`src/hw/fwsr_pkg.sv`:
```
// package for the flash write status poller: register map, pin timing, states
// assumes a 32-bit avalon-mm slave port and an async parallel nor flash outside
package fwsr_pkg;
   localparam int ADDR_W = 22;
   localparam int DATA_W = 16;
   // register word offsets (byte address / 4)
   localparam logic [3:0] REG_CTRL   = 4'h0;
   localparam logic [3:0] REG_ADDR   = 4'h1;
   localparam logic [3:0] REG_WDATA  = 4'h2;
   localparam logic [3:0] REG_RESULT = 4'h3;
   localparam logic [3:0] REG_STAT   = 4'h4;
   localparam logic [3:0] REG_MASK   = 4'h5;
   localparam logic [3:0] REG_RDATA  = 4'h6;
   // ctrl bits
   localparam int CTRL_POLL  = 0;
   localparam int CTRL_WRITE = 1;
   localparam int CTRL_READ  = 2;
   localparam int CTRL_RST   = 3;
   localparam int CTRL_SEC   = 4;
   localparam int CTRL_AUTORST = 5;
   // event bits
   localparam int EV_DONE = 0;
   localparam int EV_FAIL = 1;
   localparam int EV_ACC  = 2;
   localparam int EV_N    = 3;
   // status bit positions on the data bus
   localparam int BIT_POLL   = 7;
   localparam int BIT_PROG   = 6;
   localparam int BIT_TMO    = 5;
   localparam int BIT_WIN    = 3;
   localparam int BIT_SECT   = 2;
   // result codes
   localparam logic [2:0] RES_NONE  = 3'h0;
   localparam logic [2:0] RES_OK    = 3'h1;
   localparam logic [2:0] RES_FAIL  = 3'h2;
   localparam logic [2:0] RES_OPEN  = 3'h3;
   localparam logic [2:0] RES_SHUT  = 3'h4;
   // reset command written to any address
   localparam logic [15:0] CMD_RESET = 16'h00F0;
   // pin timing
   localparam int CLK_PS = 25000;
   localparam int T_ACC_NS = 70;
   localparam int T_WP_NS  = 35;
   localparam int ACC_CYC = (T_ACC_NS * 1000 + CLK_PS - 1) / CLK_PS;
   localparam int WP_CYC  = (T_WP_NS * 1000 + CLK_PS - 1) / CLK_PS;
   localparam logic [3:0] ACC_CNT = 4'(ACC_CYC);
   localparam logic [3:0] WP_CNT  = 4'(WP_CYC);
   localparam logic [3:0] CNT_ZERO = 4'h0;

   typedef enum logic [3:0] {
      ST_IDLE   = 4'b0000,
      ST_RD1    = 4'b0001,
      ST_RD2    = 4'b0010,
      ST_RD3    = 4'b0011,
      ST_RD4    = 4'b0100,
      ST_WR     = 4'b0101,
      ST_RESULT = 4'b0110,
      ST_RDARR  = 4'b0111,
      ST_GAP    = 4'b1000
   } fwsr_state_t;

   typedef struct packed {
      logic              ce_n;
      logic              oe_n;
      logic              we_n;
      logic [ADDR_W-1:0] addr;
      logic [DATA_W-1:0] dout;
      logic              doe;
   } fwsr_pins_t;
endpackage

```
`src/hw/fwsr_host.sv`:
```
// host that polls a nor flash's write-status bits and issues recovery resets
// assumes flash pins are synchronous to MCLK_I; dq is split into in/out/enable
//
// Decided for this implementation: the Avalon-MM slave port and the address map.
`timescale 1ns/1ps
// How it works
// device gives sector toggle after last strobe
// sector toggle inverts each read, erase sectors
// unselected sectors: toggle progress, steady sector bit
// host reads twice, compares toggle bits
// toggling with timeout high: recheck, then reset
// resumed monitoring restarts from first double read
// device sets timeout flag past limit
// program one over zero halts, times out
// after timeout host writes reset command
// erase window bit low during acceptance time
// fast hosts may skip window monitoring
// window high means later commands ignored
// read window bit around added sector erase
// erasing sector: both toggle bits toggle
// suspended sector: polling one, sector bit toggles
// host addresses the busy bank for status
// host places valid operation address
// status driven only with strobes asserted
module fwsr_host
   import fwsr_pkg::*;
(
   // clock, reset, enable
   input  wire logic                     MCLK_I,
   input  wire logic                     RESET_I,
   input  wire logic                     CE_I,
   // avalon-mm slave
   input  wire logic [3:0]               AVS_ADDRESS_I,
   input  wire logic                     AVS_READ_I,
   input  wire logic                     AVS_WRITE_I,
   input  wire logic [31:0]              AVS_WRITEDATA_I,
   output logic      [31:0]              AVS_READDATA_O,
   output logic                          AVS_WAITREQUEST_O,
   output logic                          IRQ_O,
   // flash pins
   output logic                          FL_CE_N_O,
   output logic                          FL_OE_N_O,
   output logic                          FL_WE_N_O,
   output logic      [fwsr_pkg::ADDR_W-1:0] FL_ADDR_O,
   output logic      [fwsr_pkg::DATA_W-1:0] FL_DQ_O,
   output logic                          FL_DQ_OE_O,
   input  wire logic [fwsr_pkg::DATA_W-1:0] FL_DQ_I,
   input  wire logic                     FL_READY_BUSY_I
);
   import fwsr_pkg::*;

   fwsr_state_t       state_reg, state_next;
   fwsr_pins_t        pins_reg;
   logic [3:0]        cnt_reg;
   logic [ADDR_W-1:0] addr_reg;
   logic [DATA_W-1:0] wdata_reg;
   logic [DATA_W-1:0] first_reg;
   logic [DATA_W-1:0] rdata_reg;
   logic [2:0]        result_reg;
   logic              win_reg;
   logic              sec_reg;
   logic              autorst_reg;
   logic              fail_pend_reg;
   logic [EV_N-1:0]   stat_reg;
   logic [EV_N-1:0]   mask_reg;
   logic [EV_N-1:0]   ev_set;
   logic              ack_reg;

   // bus decode
   wire       acc     = AVS_READ_I | AVS_WRITE_I;
   wire       wr_take = CE_I & AVS_WRITE_I & ~ack_reg;
   wire       rd_take = CE_I & AVS_READ_I & ~ack_reg;
   wire       busy    = (state_reg != ST_IDLE);
   wire       wr_ctrl = wr_take & (AVS_ADDRESS_I == REG_CTRL) & ~busy;
   wire       go_poll = wr_ctrl & AVS_WRITEDATA_I[CTRL_POLL];
   wire       go_wr   = wr_ctrl & (AVS_WRITEDATA_I[CTRL_WRITE] | AVS_WRITEDATA_I[CTRL_RST]);
   wire       go_rd   = wr_ctrl & AVS_WRITEDATA_I[CTRL_READ];
   wire       tmr_end = (cnt_reg == CNT_ZERO);
   wire [DATA_W-1:0] dq = FL_DQ_I;
   // progress bit (or sector bit when sector mode is set) differs between reads
   wire       tog_p   = first_reg[BIT_PROG] ^ dq[BIT_PROG];
   wire       tog_s   = first_reg[BIT_SECT] ^ dq[BIT_SECT];
   wire       toggling = sec_reg ? tog_s : tog_p;
   wire       tmo_hi  = dq[BIT_TMO];
   wire       pin_ready = FL_READY_BUSY_I;

   function automatic logic [31:0] rd_mux(input logic [3:0] a);
      case (a)
         REG_CTRL:   rd_mux = {26'h0, autorst_reg, sec_reg, 3'h0, busy};
         REG_ADDR:   rd_mux = {10'h0, addr_reg};
         REG_WDATA:  rd_mux = {16'h0, wdata_reg};
         REG_RESULT: rd_mux = {26'h0, pin_ready, win_reg, 1'b0, result_reg};
         REG_STAT:   rd_mux = {29'h0, stat_reg};
         REG_MASK:   rd_mux = {29'h0, mask_reg};
         REG_RDATA:  rd_mux = {16'h0, rdata_reg};
         default:    rd_mux = 32'h0;
      endcase
   endfunction

   assign AVS_WAITREQUEST_O = acc & ~ack_reg;
   assign IRQ_O             = |(stat_reg & mask_reg);
   assign FL_CE_N_O  = pins_reg.ce_n;
   assign FL_OE_N_O  = pins_reg.oe_n;
   assign FL_WE_N_O  = pins_reg.we_n;
   assign FL_ADDR_O  = pins_reg.addr;
   assign FL_DQ_O    = pins_reg.dout;
   assign FL_DQ_OE_O = pins_reg.doe;

   // sequencer
   always_comb begin
      state_next = state_reg;
      ev_set     = '0;
      case (state_reg)
         ST_IDLE: begin
            if (go_poll) state_next = ST_RD1;
            else if (go_wr) state_next = ST_WR;
            else if (go_rd) state_next = ST_RDARR;
         end
         ST_RD1: if (tmr_end) state_next = ST_GAP;
         ST_GAP: state_next = ST_RD2;
         ST_RD2: begin
            if (tmr_end) begin
               if (!toggling) state_next = ST_RESULT;
               else if (tmo_hi) state_next = ST_RD3;
               else state_next = ST_RD4;
            end
         end
         ST_RD3: if (tmr_end) state_next = ST_RD4;
         ST_RD4: if (tmr_end) state_next = ST_RESULT;
         ST_WR:  if (tmr_end) state_next = ST_RESULT;
         ST_RDARR: if (tmr_end) state_next = ST_RESULT;
         ST_RESULT: begin
            state_next = ST_IDLE;
            if (result_reg == RES_OK) ev_set[EV_DONE] = 1'b1;
            if (result_reg == RES_FAIL) ev_set[EV_FAIL] = 1'b1;
            if (result_reg == RES_SHUT) ev_set[EV_ACC] = 1'b1;
            // failure with auto recovery goes straight to the reset write
            if (fail_pend_reg && autorst_reg) state_next = ST_WR;
         end
         default: state_next = ST_IDLE;
      endcase
   end

   wire enter_rd = (state_next == ST_RD1 || state_next == ST_RD2 ||
                    state_next == ST_RD3 || state_next == ST_RD4 ||
                    state_next == ST_RDARR) && (state_next != state_reg);
   wire enter_wr = (state_next == ST_WR) && (state_reg != ST_WR);
   wire reading  = (state_next == ST_RD1 || state_next == ST_RD2 ||
                    state_next == ST_RD3 || state_next == ST_RD4 ||
                    state_next == ST_RDARR);
   // only the recovery path or an explicit reset order writes the reset command;
   // a failure left pending from an earlier poll must not replace a plain write
   wire [DATA_W-1:0] wr_val = (state_reg == ST_RESULT || AVS_WRITEDATA_I[CTRL_RST])
                              ? CMD_RESET : wdata_reg;

   always_ff @(posedge MCLK_I or posedge RESET_I) begin
      if (RESET_I) begin
         state_reg <= ST_IDLE;
         cnt_reg   <= CNT_ZERO;
         pins_reg  <= '{ce_n: 1'b1, oe_n: 1'b1, we_n: 1'b1, addr: '0, dout: '0, doe: 1'b0};
      end else if (CE_I) begin
         state_reg <= state_next;
         if (enter_rd) cnt_reg <= ACC_CNT;
         else if (enter_wr) cnt_reg <= WP_CNT;
         else if (!tmr_end) cnt_reg <= cnt_reg - 4'h1;
         // each status read is a separate strobe so the device steps its toggles
         pins_reg.ce_n <= ~(reading | (state_next == ST_WR));
         // first cycle of every read keeps oe high, so back to back reads are distinct
         pins_reg.oe_n <= ~reading | enter_rd;
         pins_reg.we_n <= ~(state_next == ST_WR);
         pins_reg.doe  <= (state_next == ST_WR);
         pins_reg.addr <= addr_reg;
         if (enter_wr) pins_reg.dout <= wr_val;
      end
   end

   // sampled data and verdict
   always_ff @(posedge MCLK_I or posedge RESET_I) begin
      if (RESET_I) begin
         first_reg     <= '0;
         rdata_reg     <= '0;
         result_reg    <= RES_NONE;
         win_reg       <= 1'b0;
         fail_pend_reg <= 1'b0;
      end else if (CE_I) begin
         if (go_poll || go_rd || go_wr) begin
            result_reg <= RES_NONE;
            fail_pend_reg <= 1'b0;
         end
         if (tmr_end && state_reg != ST_IDLE && state_reg != ST_GAP &&
             state_reg != ST_RESULT && state_reg != ST_WR) begin
            first_reg <= dq;
            rdata_reg <= dq;
         end
         if (tmr_end && state_reg == ST_RD1) win_reg <= dq[BIT_WIN];
         if (tmr_end && state_reg == ST_RD2 && !toggling) begin

            result_reg <= sec_reg ? (dq[BIT_WIN] ? RES_SHUT : RES_OPEN) : RES_OK;
            win_reg <= dq[BIT_WIN];
         end
         if (tmr_end && state_reg == ST_RD2 && toggling && !tmo_hi) result_reg <= RES_NONE;
         if (tmr_end && state_reg == ST_RD3) begin
            result_reg    <= toggling ? RES_FAIL : RES_OK;
            fail_pend_reg <= toggling;
         end
         if (tmr_end && state_reg == ST_RDARR) result_reg <= RES_OK;
         if (state_reg == ST_RESULT && state_next == ST_WR) fail_pend_reg <= 1'b0;
      end
   end

   // registers and bus answer
   always_ff @(posedge MCLK_I or posedge RESET_I) begin
      if (RESET_I) begin
         addr_reg       <= '0;
         wdata_reg      <= '0;
         sec_reg        <= 1'b0;
         autorst_reg    <= 1'b0;
         stat_reg       <= '0;
         mask_reg       <= '0;
         ack_reg        <= 1'b0;
         AVS_READDATA_O <= 32'h0;
      end else if (CE_I) begin
         ack_reg <= acc & ~ack_reg;
         if (rd_take) AVS_READDATA_O <= rd_mux(AVS_ADDRESS_I);
         if (wr_take && AVS_ADDRESS_I == REG_ADDR && !busy) addr_reg <= AVS_WRITEDATA_I[ADDR_W-1:0];
         if (wr_take && AVS_ADDRESS_I == REG_WDATA && !busy) wdata_reg <= AVS_WRITEDATA_I[DATA_W-1:0];
         if (wr_ctrl) begin
            sec_reg     <= AVS_WRITEDATA_I[CTRL_SEC];
            autorst_reg <= AVS_WRITEDATA_I[CTRL_AUTORST];
         end
         if (wr_take && AVS_ADDRESS_I == REG_MASK) mask_reg <= AVS_WRITEDATA_I[EV_N-1:0];
         // set wins over write-one-to-clear
         if (wr_take && AVS_ADDRESS_I == REG_STAT)
            stat_reg <= (stat_reg & ~AVS_WRITEDATA_I[EV_N-1:0]) | ev_set;
         else
            stat_reg <= stat_reg | ev_set;
      end
   end

   chk_read_strobes: assert property (@(posedge MCLK_I) disable iff (RESET_I)
      (!FL_OE_N_O |-> !FL_CE_N_O && FL_WE_N_O && !FL_DQ_OE_O))
      else $error("oe asserted without ce or during write");
   chk_double_read: assert property (@(posedge MCLK_I) disable iff (RESET_I)
      (state_reg == ST_RD2 && tmr_end && CE_I |-> $past(state_reg) == ST_RD2 || $past(state_reg) == ST_GAP))
      else $error("compare without preceding read");
   chk_fail_recheck: assert property (@(posedge MCLK_I) disable iff (RESET_I)
      (CE_I && state_reg == ST_RD2 && tmr_end && toggling && tmo_hi |=> state_reg == ST_RD3))
      else $error("timeout without recheck");
   chk_restart_poll: assert property (@(posedge MCLK_I) disable iff (RESET_I)
      (CE_I && state_reg == ST_IDLE && go_poll |=> state_reg == ST_RD1))
      else $error("poll did not start from first read");
   chk_reset_cmd: assert property (@(posedge MCLK_I) disable iff (RESET_I)
      (CE_I && state_reg == ST_RESULT && fail_pend_reg && autorst_reg
       |=> ##1 !FL_WE_N_O && FL_DQ_O == CMD_RESET))
      else $error("no reset command after failure");
   chk_gap_strobe: assert property (@(posedge MCLK_I) disable iff (RESET_I)
      (CE_I && state_reg == ST_GAP |-> FL_OE_N_O))
      else $error("reads not separated");
   chk_addr_held: assert property (@(posedge MCLK_I) disable iff (RESET_I)
      (!FL_OE_N_O && busy |-> FL_ADDR_O == addr_reg))
      else $error("status read off target address");
   chk_fail_event: assert property (@(posedge MCLK_I) disable iff (RESET_I)
      (CE_I && state_reg == ST_RESULT && result_reg == RES_FAIL |=> stat_reg[EV_FAIL]))
      else $error("failure not recorded in status");
   chk_read_gap: assert property (@(posedge MCLK_I) disable iff (RESET_I)
      (CE_I && enter_rd |=> FL_OE_N_O))
      else $error("new read started without strobe gap");
endmodule

```
`config.mk`:
```
export PLATFORM = sky130hd
export DESIGN_NAME = fwsr_host
export DESIGN_NICKNAME = d
export VERILOG_FILES = /design/src/hw/fwsr_pkg.sv /design/src/hw/fwsr_host.sv
export SDC_FILE = /design/constraint.sdc
export NUM_CORES = 1
export LEC_CHECK = 0
export BUFFER_PORTS_ARGS = -buffer_cell sky130_fd_sc_hd__buf_2
export CAP_MARGIN = 20
export CORE_MARGIN = 4
export CORE_UTILIZATION = 40
export CTS_BUF_LIST = sky130_fd_sc_hd__clkbuf_8
export DETAILED_ROUTE_END_ITERATION = 8
export MAX_ROUTING_LAYER = met4
export SLEW_MARGIN = 20
export SYNTH_ARGS = -nofsm -noshare
export SYNTH_HDL_FRONTEND = slang
export SYNTH_SLANG_ARGS = --single-unit
```
`constraint.sdc`:
```
create_clock -name MCLK_I -period 10.75 [get_ports MCLK_I]
set_clock_uncertainty 0.15 [all_clocks]
set_input_delay 1.6125 -clock MCLK_I [delete_from_list [all_inputs] [get_ports MCLK_I]]
set_output_delay 1.6125 -clock MCLK_I [all_outputs]
set_load 0.02 [all_outputs]
```
==> flow_summary.json <==
{
  "worstSkewPairLatency_ps": 460,
  "core-area_um2": 15800,
  "drcViolationCount": 0,
  "die_area_um2": 18200,
  "tritoncts.num_buffers": 17,
  "report.final.slew_viol_count": 0,
  "detailed_place.area_um2": 7120,
  "fmax_mhz": 218,
  "drt-pass1-iter-count": 6,
  "portBuffers": 113,
  "post_drt_via_cell_ratio": 5.37,
  "period_share_pct": 42.7,
  "worst_hold_slack_ps": 335,
  "detail_route.iter0.violations": 328,
  "synth-compound-area-share_pct": 12.5,
  "timing.max_cap.violations": 0,
  "cts.htree.levels": 4,
  "postSynthRegisterBits": 140,
  "postRouteAntennaNets": 0,
  "final_layout_size_suffix_gt1_share_pct": 39.7,
  "setup_total_negative_slack_ps": 0,
  "quantity_of_hold_fixing_buffers_added_after_cts": 0,
  "synthXorXnorAreaFrac_pct": 0.545,
  "worstPathMaxFanout": 56,
  "largest_net_degree_at_the_start_of_global_routing": 78,
  "cts_tree": "yes",
  "fp-row-count": 46,
  "ff2ff_setup_slack_ps": 7030,
  "slew_headroom_pct": 25.4,
  "synth_top_family_by_area": "multiplexers",
  "floorplan.initialDensity_pct": 40.6,
  "time_the_final_worst_path_needs_with_i_o_delays_and_setup_ps": 4590,
  "cts.reportedPaths.clkPinSlew_ps": 90,
  "cts.repair.resized": 0,
  "netlist_area_um2": 6430,
  "cts-root-to-sink-buffers": 2,
  "via_count": 4773,
  "cp_slowest_stage_delay_ps": 580,
  "power.ir.vdd_worst_mv": 0.135,
  "boundaryPins": 134,
  "ys.warnings.count": 0,
  "setup_violations": 0,
  "worstPathCellList": "buf_2 -> buf_4 -> or4bb_1 -> nor4_1 -> nor2_1 -> and2_4 -> a211oi_4 -> nand3_2 -> o21ai_0",
  "detailed_place_hpwl_um": 11600,
  "grt_pass1_wl_um": 26500,
  "worst_setup_path_end_kind": "flop",
  "area_growth_pct": 17.8,
  "result_of_the_run": "finished, final reports clean",
  "critPathSlowestCell": "sky130_fd_sc_hd__or4bb_1",
  "postSynthCellCount": 552,
  "synth_simple_gate_area_share_pct": 11.6,
  "cts_setup_buffers": 0,
  "post_synth_num_cell_types": 71,
  "crit_type": "input port to flop",
  "layout.nets": 718,
  "worst_ep_arrival_time_ps": 4790,
  "synth-edff-count": 0,
  "die_h_um": 135,
  "timing_worst_slew_pin_value_ps": 1110,
  "seq_area_frac_synth_pct": 54.5,
  "cpLargestDelayFamily": "simple AND/OR/NAND/NOR gates",
  "post_synth_mux_area_share_pct": 15.7,
  "hold_violations": 0,
  "syn_area_per_cell_um2": 11.7,
  "routed_wire_length_per_instance_um": 19.1,
  "startpoint_type": "input port",
  "synth_top_flop_cell": "sky130_fd_sc_hd__dfrtp_1",
  "fp.dieW_um": 135,
  "grt_use_total_pct": 19.6,
  "power.density_cell_area_nw_per_um2": 213,
  "critical_path_buf_inv_count": 2,
  "clock_sinks": 140,
  "final_design_area_no_fill_um2": 7580,
  "grt_setup_unrepaired": "no",
  "timing.critical_path.required_ps": 10950,
  "async_set_reset_flop_share_out_of_synthesis_pct": 100,
  "placedCellCount": 856,
  "layout.core_utilization_pct": 47.9,
  "grt_antenna_before_repair": 1,
  "power.leakage_nw": 3.67,
  "via_count_of_the_first_global_routing_pass": 5014,
  "min_path_type": "flop to flop",
  "synth-adder-area-share_pct": 0.195,
  "place.gp.congestion": 0.891,
  "instances_no_fill": 889,
  "routed_wirelength_um": 17000,
  "grt_overflow_total": 0,
  "filler_cell_count_in_the_final_layout": 1471,
  "clockRootBuffer": "sky130_fd_sc_hd__clkbuf_8"
}
## where the power goes
| group | internal, mW | switching (mW) | leakage (nW) |
|---|---|---|---|
| sequential | 0.619 | 0.0771 | 1.87 |
| combinational | 0.180 | 0.256 | 1.58 |
| clock | 0.257 | 0.224 | 0.219 |
| total | 1.06 | 0.558 | 3.67 |
## synthesized netlist by cell type, drive strengths merged (7+ instances only)
master	number	area share [%]
o21ai	47	3.7
buf	19	2.2
dfrtp	137	53
a222oi	12	1.9
a21oi	15	1.3
nand2	64	3.7
mux2	83	15
nor2	31	1.8
inv	15	0.88
nand3	8	0.62
nor3	9	0.95
a22o	7	0.95
clkbuf	23	1.8
## logic make-up (layout without fill, tap and decap cells)
group                      Yosys count  in the layout
AOI/OAI and AO/OA                  114            114
xor gates and xnor gates             4              4
adders and majority gates            1              1
buffers and inverters               57            168
DFF                                140            140
muxes                               88             88
other                                1             11
and+or+nand+nor                    147            147
## per-layer routing
metal  global-route usage [%]  vias up  wire length (um)
met5                        -        -                 0
met4                     6.96        0               332
met3                     5.55       23              1050
met2                     30.2      162              8050
met1                     24.8     2396              7580
li1                         -     2192                 -
## final timing paths
check	start	endpoint	cells after the start
min in group asynchronous	RESET_I	addr_reg[16]	2
min	FL_DQ_O[7]	FL_DQ_O[7]	2
max reg2reg	cnt_reg[1]	FL_DQ_O[6]	9
min reg2reg	FL_DQ_O[7]	FL_DQ_O[7]	2
max	CE_I	FL_DQ_O[6]	9
max in group asynchronous	RESET_I	wdata_reg[0]	3
## final cells by class
cell class / instances / area [um^2] / area share, %
flip-flops and latches: 140 / 3510 / 46.3
repair buffers: 121 / 629 / 8.30
diodes: 1 / 2.50 / 0.0330
clock buffers: 17 / 234 / 3.09
multi-input cells: 364 / 2670 / 35.2
clock inverters: 15 / 209 / 2.76
well taps: 216 / 270 / 3.57
inverters: 15 / 61.3 / 0.809
## placed cells by master, fill, tap and decap left out, types with 3 or more instances in the layout
master / n
sky130_fd_sc_hd__a21oi_1: 14
sky130_fd_sc_hd__a222oi_1: 12
sky130_fd_sc_hd__a22o_1: 7
sky130_fd_sc_hd__a22oi_1: 4
sky130_fd_sc_hd__a31oi_1: 3
sky130_fd_sc_hd__a32o_1: 3
sky130_fd_sc_hd__buf_2: 113
sky130_fd_sc_hd__buf_4: 7
sky130_fd_sc_hd__bufinv_16: 4
sky130_fd_sc_hd__clkbuf_8: 17
sky130_fd_sc_hd__conb_1: 10
sky130_fd_sc_hd__dfrtp_1: 137
sky130_fd_sc_hd__dfstp_2: 3
sky130_fd_sc_hd__inv_1: 14
sky130_fd_sc_hd__inv_6: 5
sky130_fd_sc_hd__mux2_2: 83
sky130_fd_sc_hd__mux2i_1: 3
sky130_fd_sc_hd__nand2_1: 64
sky130_fd_sc_hd__nand3_1: 7
sky130_fd_sc_hd__nand3b_1: 3
sky130_fd_sc_hd__nand4_1: 3
sky130_fd_sc_hd__nor2_1: 29
sky130_fd_sc_hd__nor2b_1: 4
sky130_fd_sc_hd__nor3_1: 6
sky130_fd_sc_hd__nor4_1: 3
sky130_fd_sc_hd__o21ai_0: 47
sky130_fd_sc_hd__o31ai_1: 3
sky130_fd_sc_hd__xnor2_1: 4
## through the flow
| stage | power [mW] | setup slack, ps |
|---|---|---|
| finish | 1.61 | 6160 |
| CTS | 1.63 | 5810 |
| floorplan | 1.02 | 5240 |
| detailed placement | 1.14 | 5330 |
| global route | 1.70 | 6040 |
| global placement | 1.12 | 5480 |
## worst register-to-register path, delay by kind of cell, from the launching register on
family | cells | cell delay [ps]
AOI/OAI and AO/OA | 5 | 1690
DFF | 1 | 420
and+or+nand+nor | 2 | 1060
adders and majority gates | 1 | 200
buffers and inverters | 1 | 100
Power figures use the tool's default switching activity.
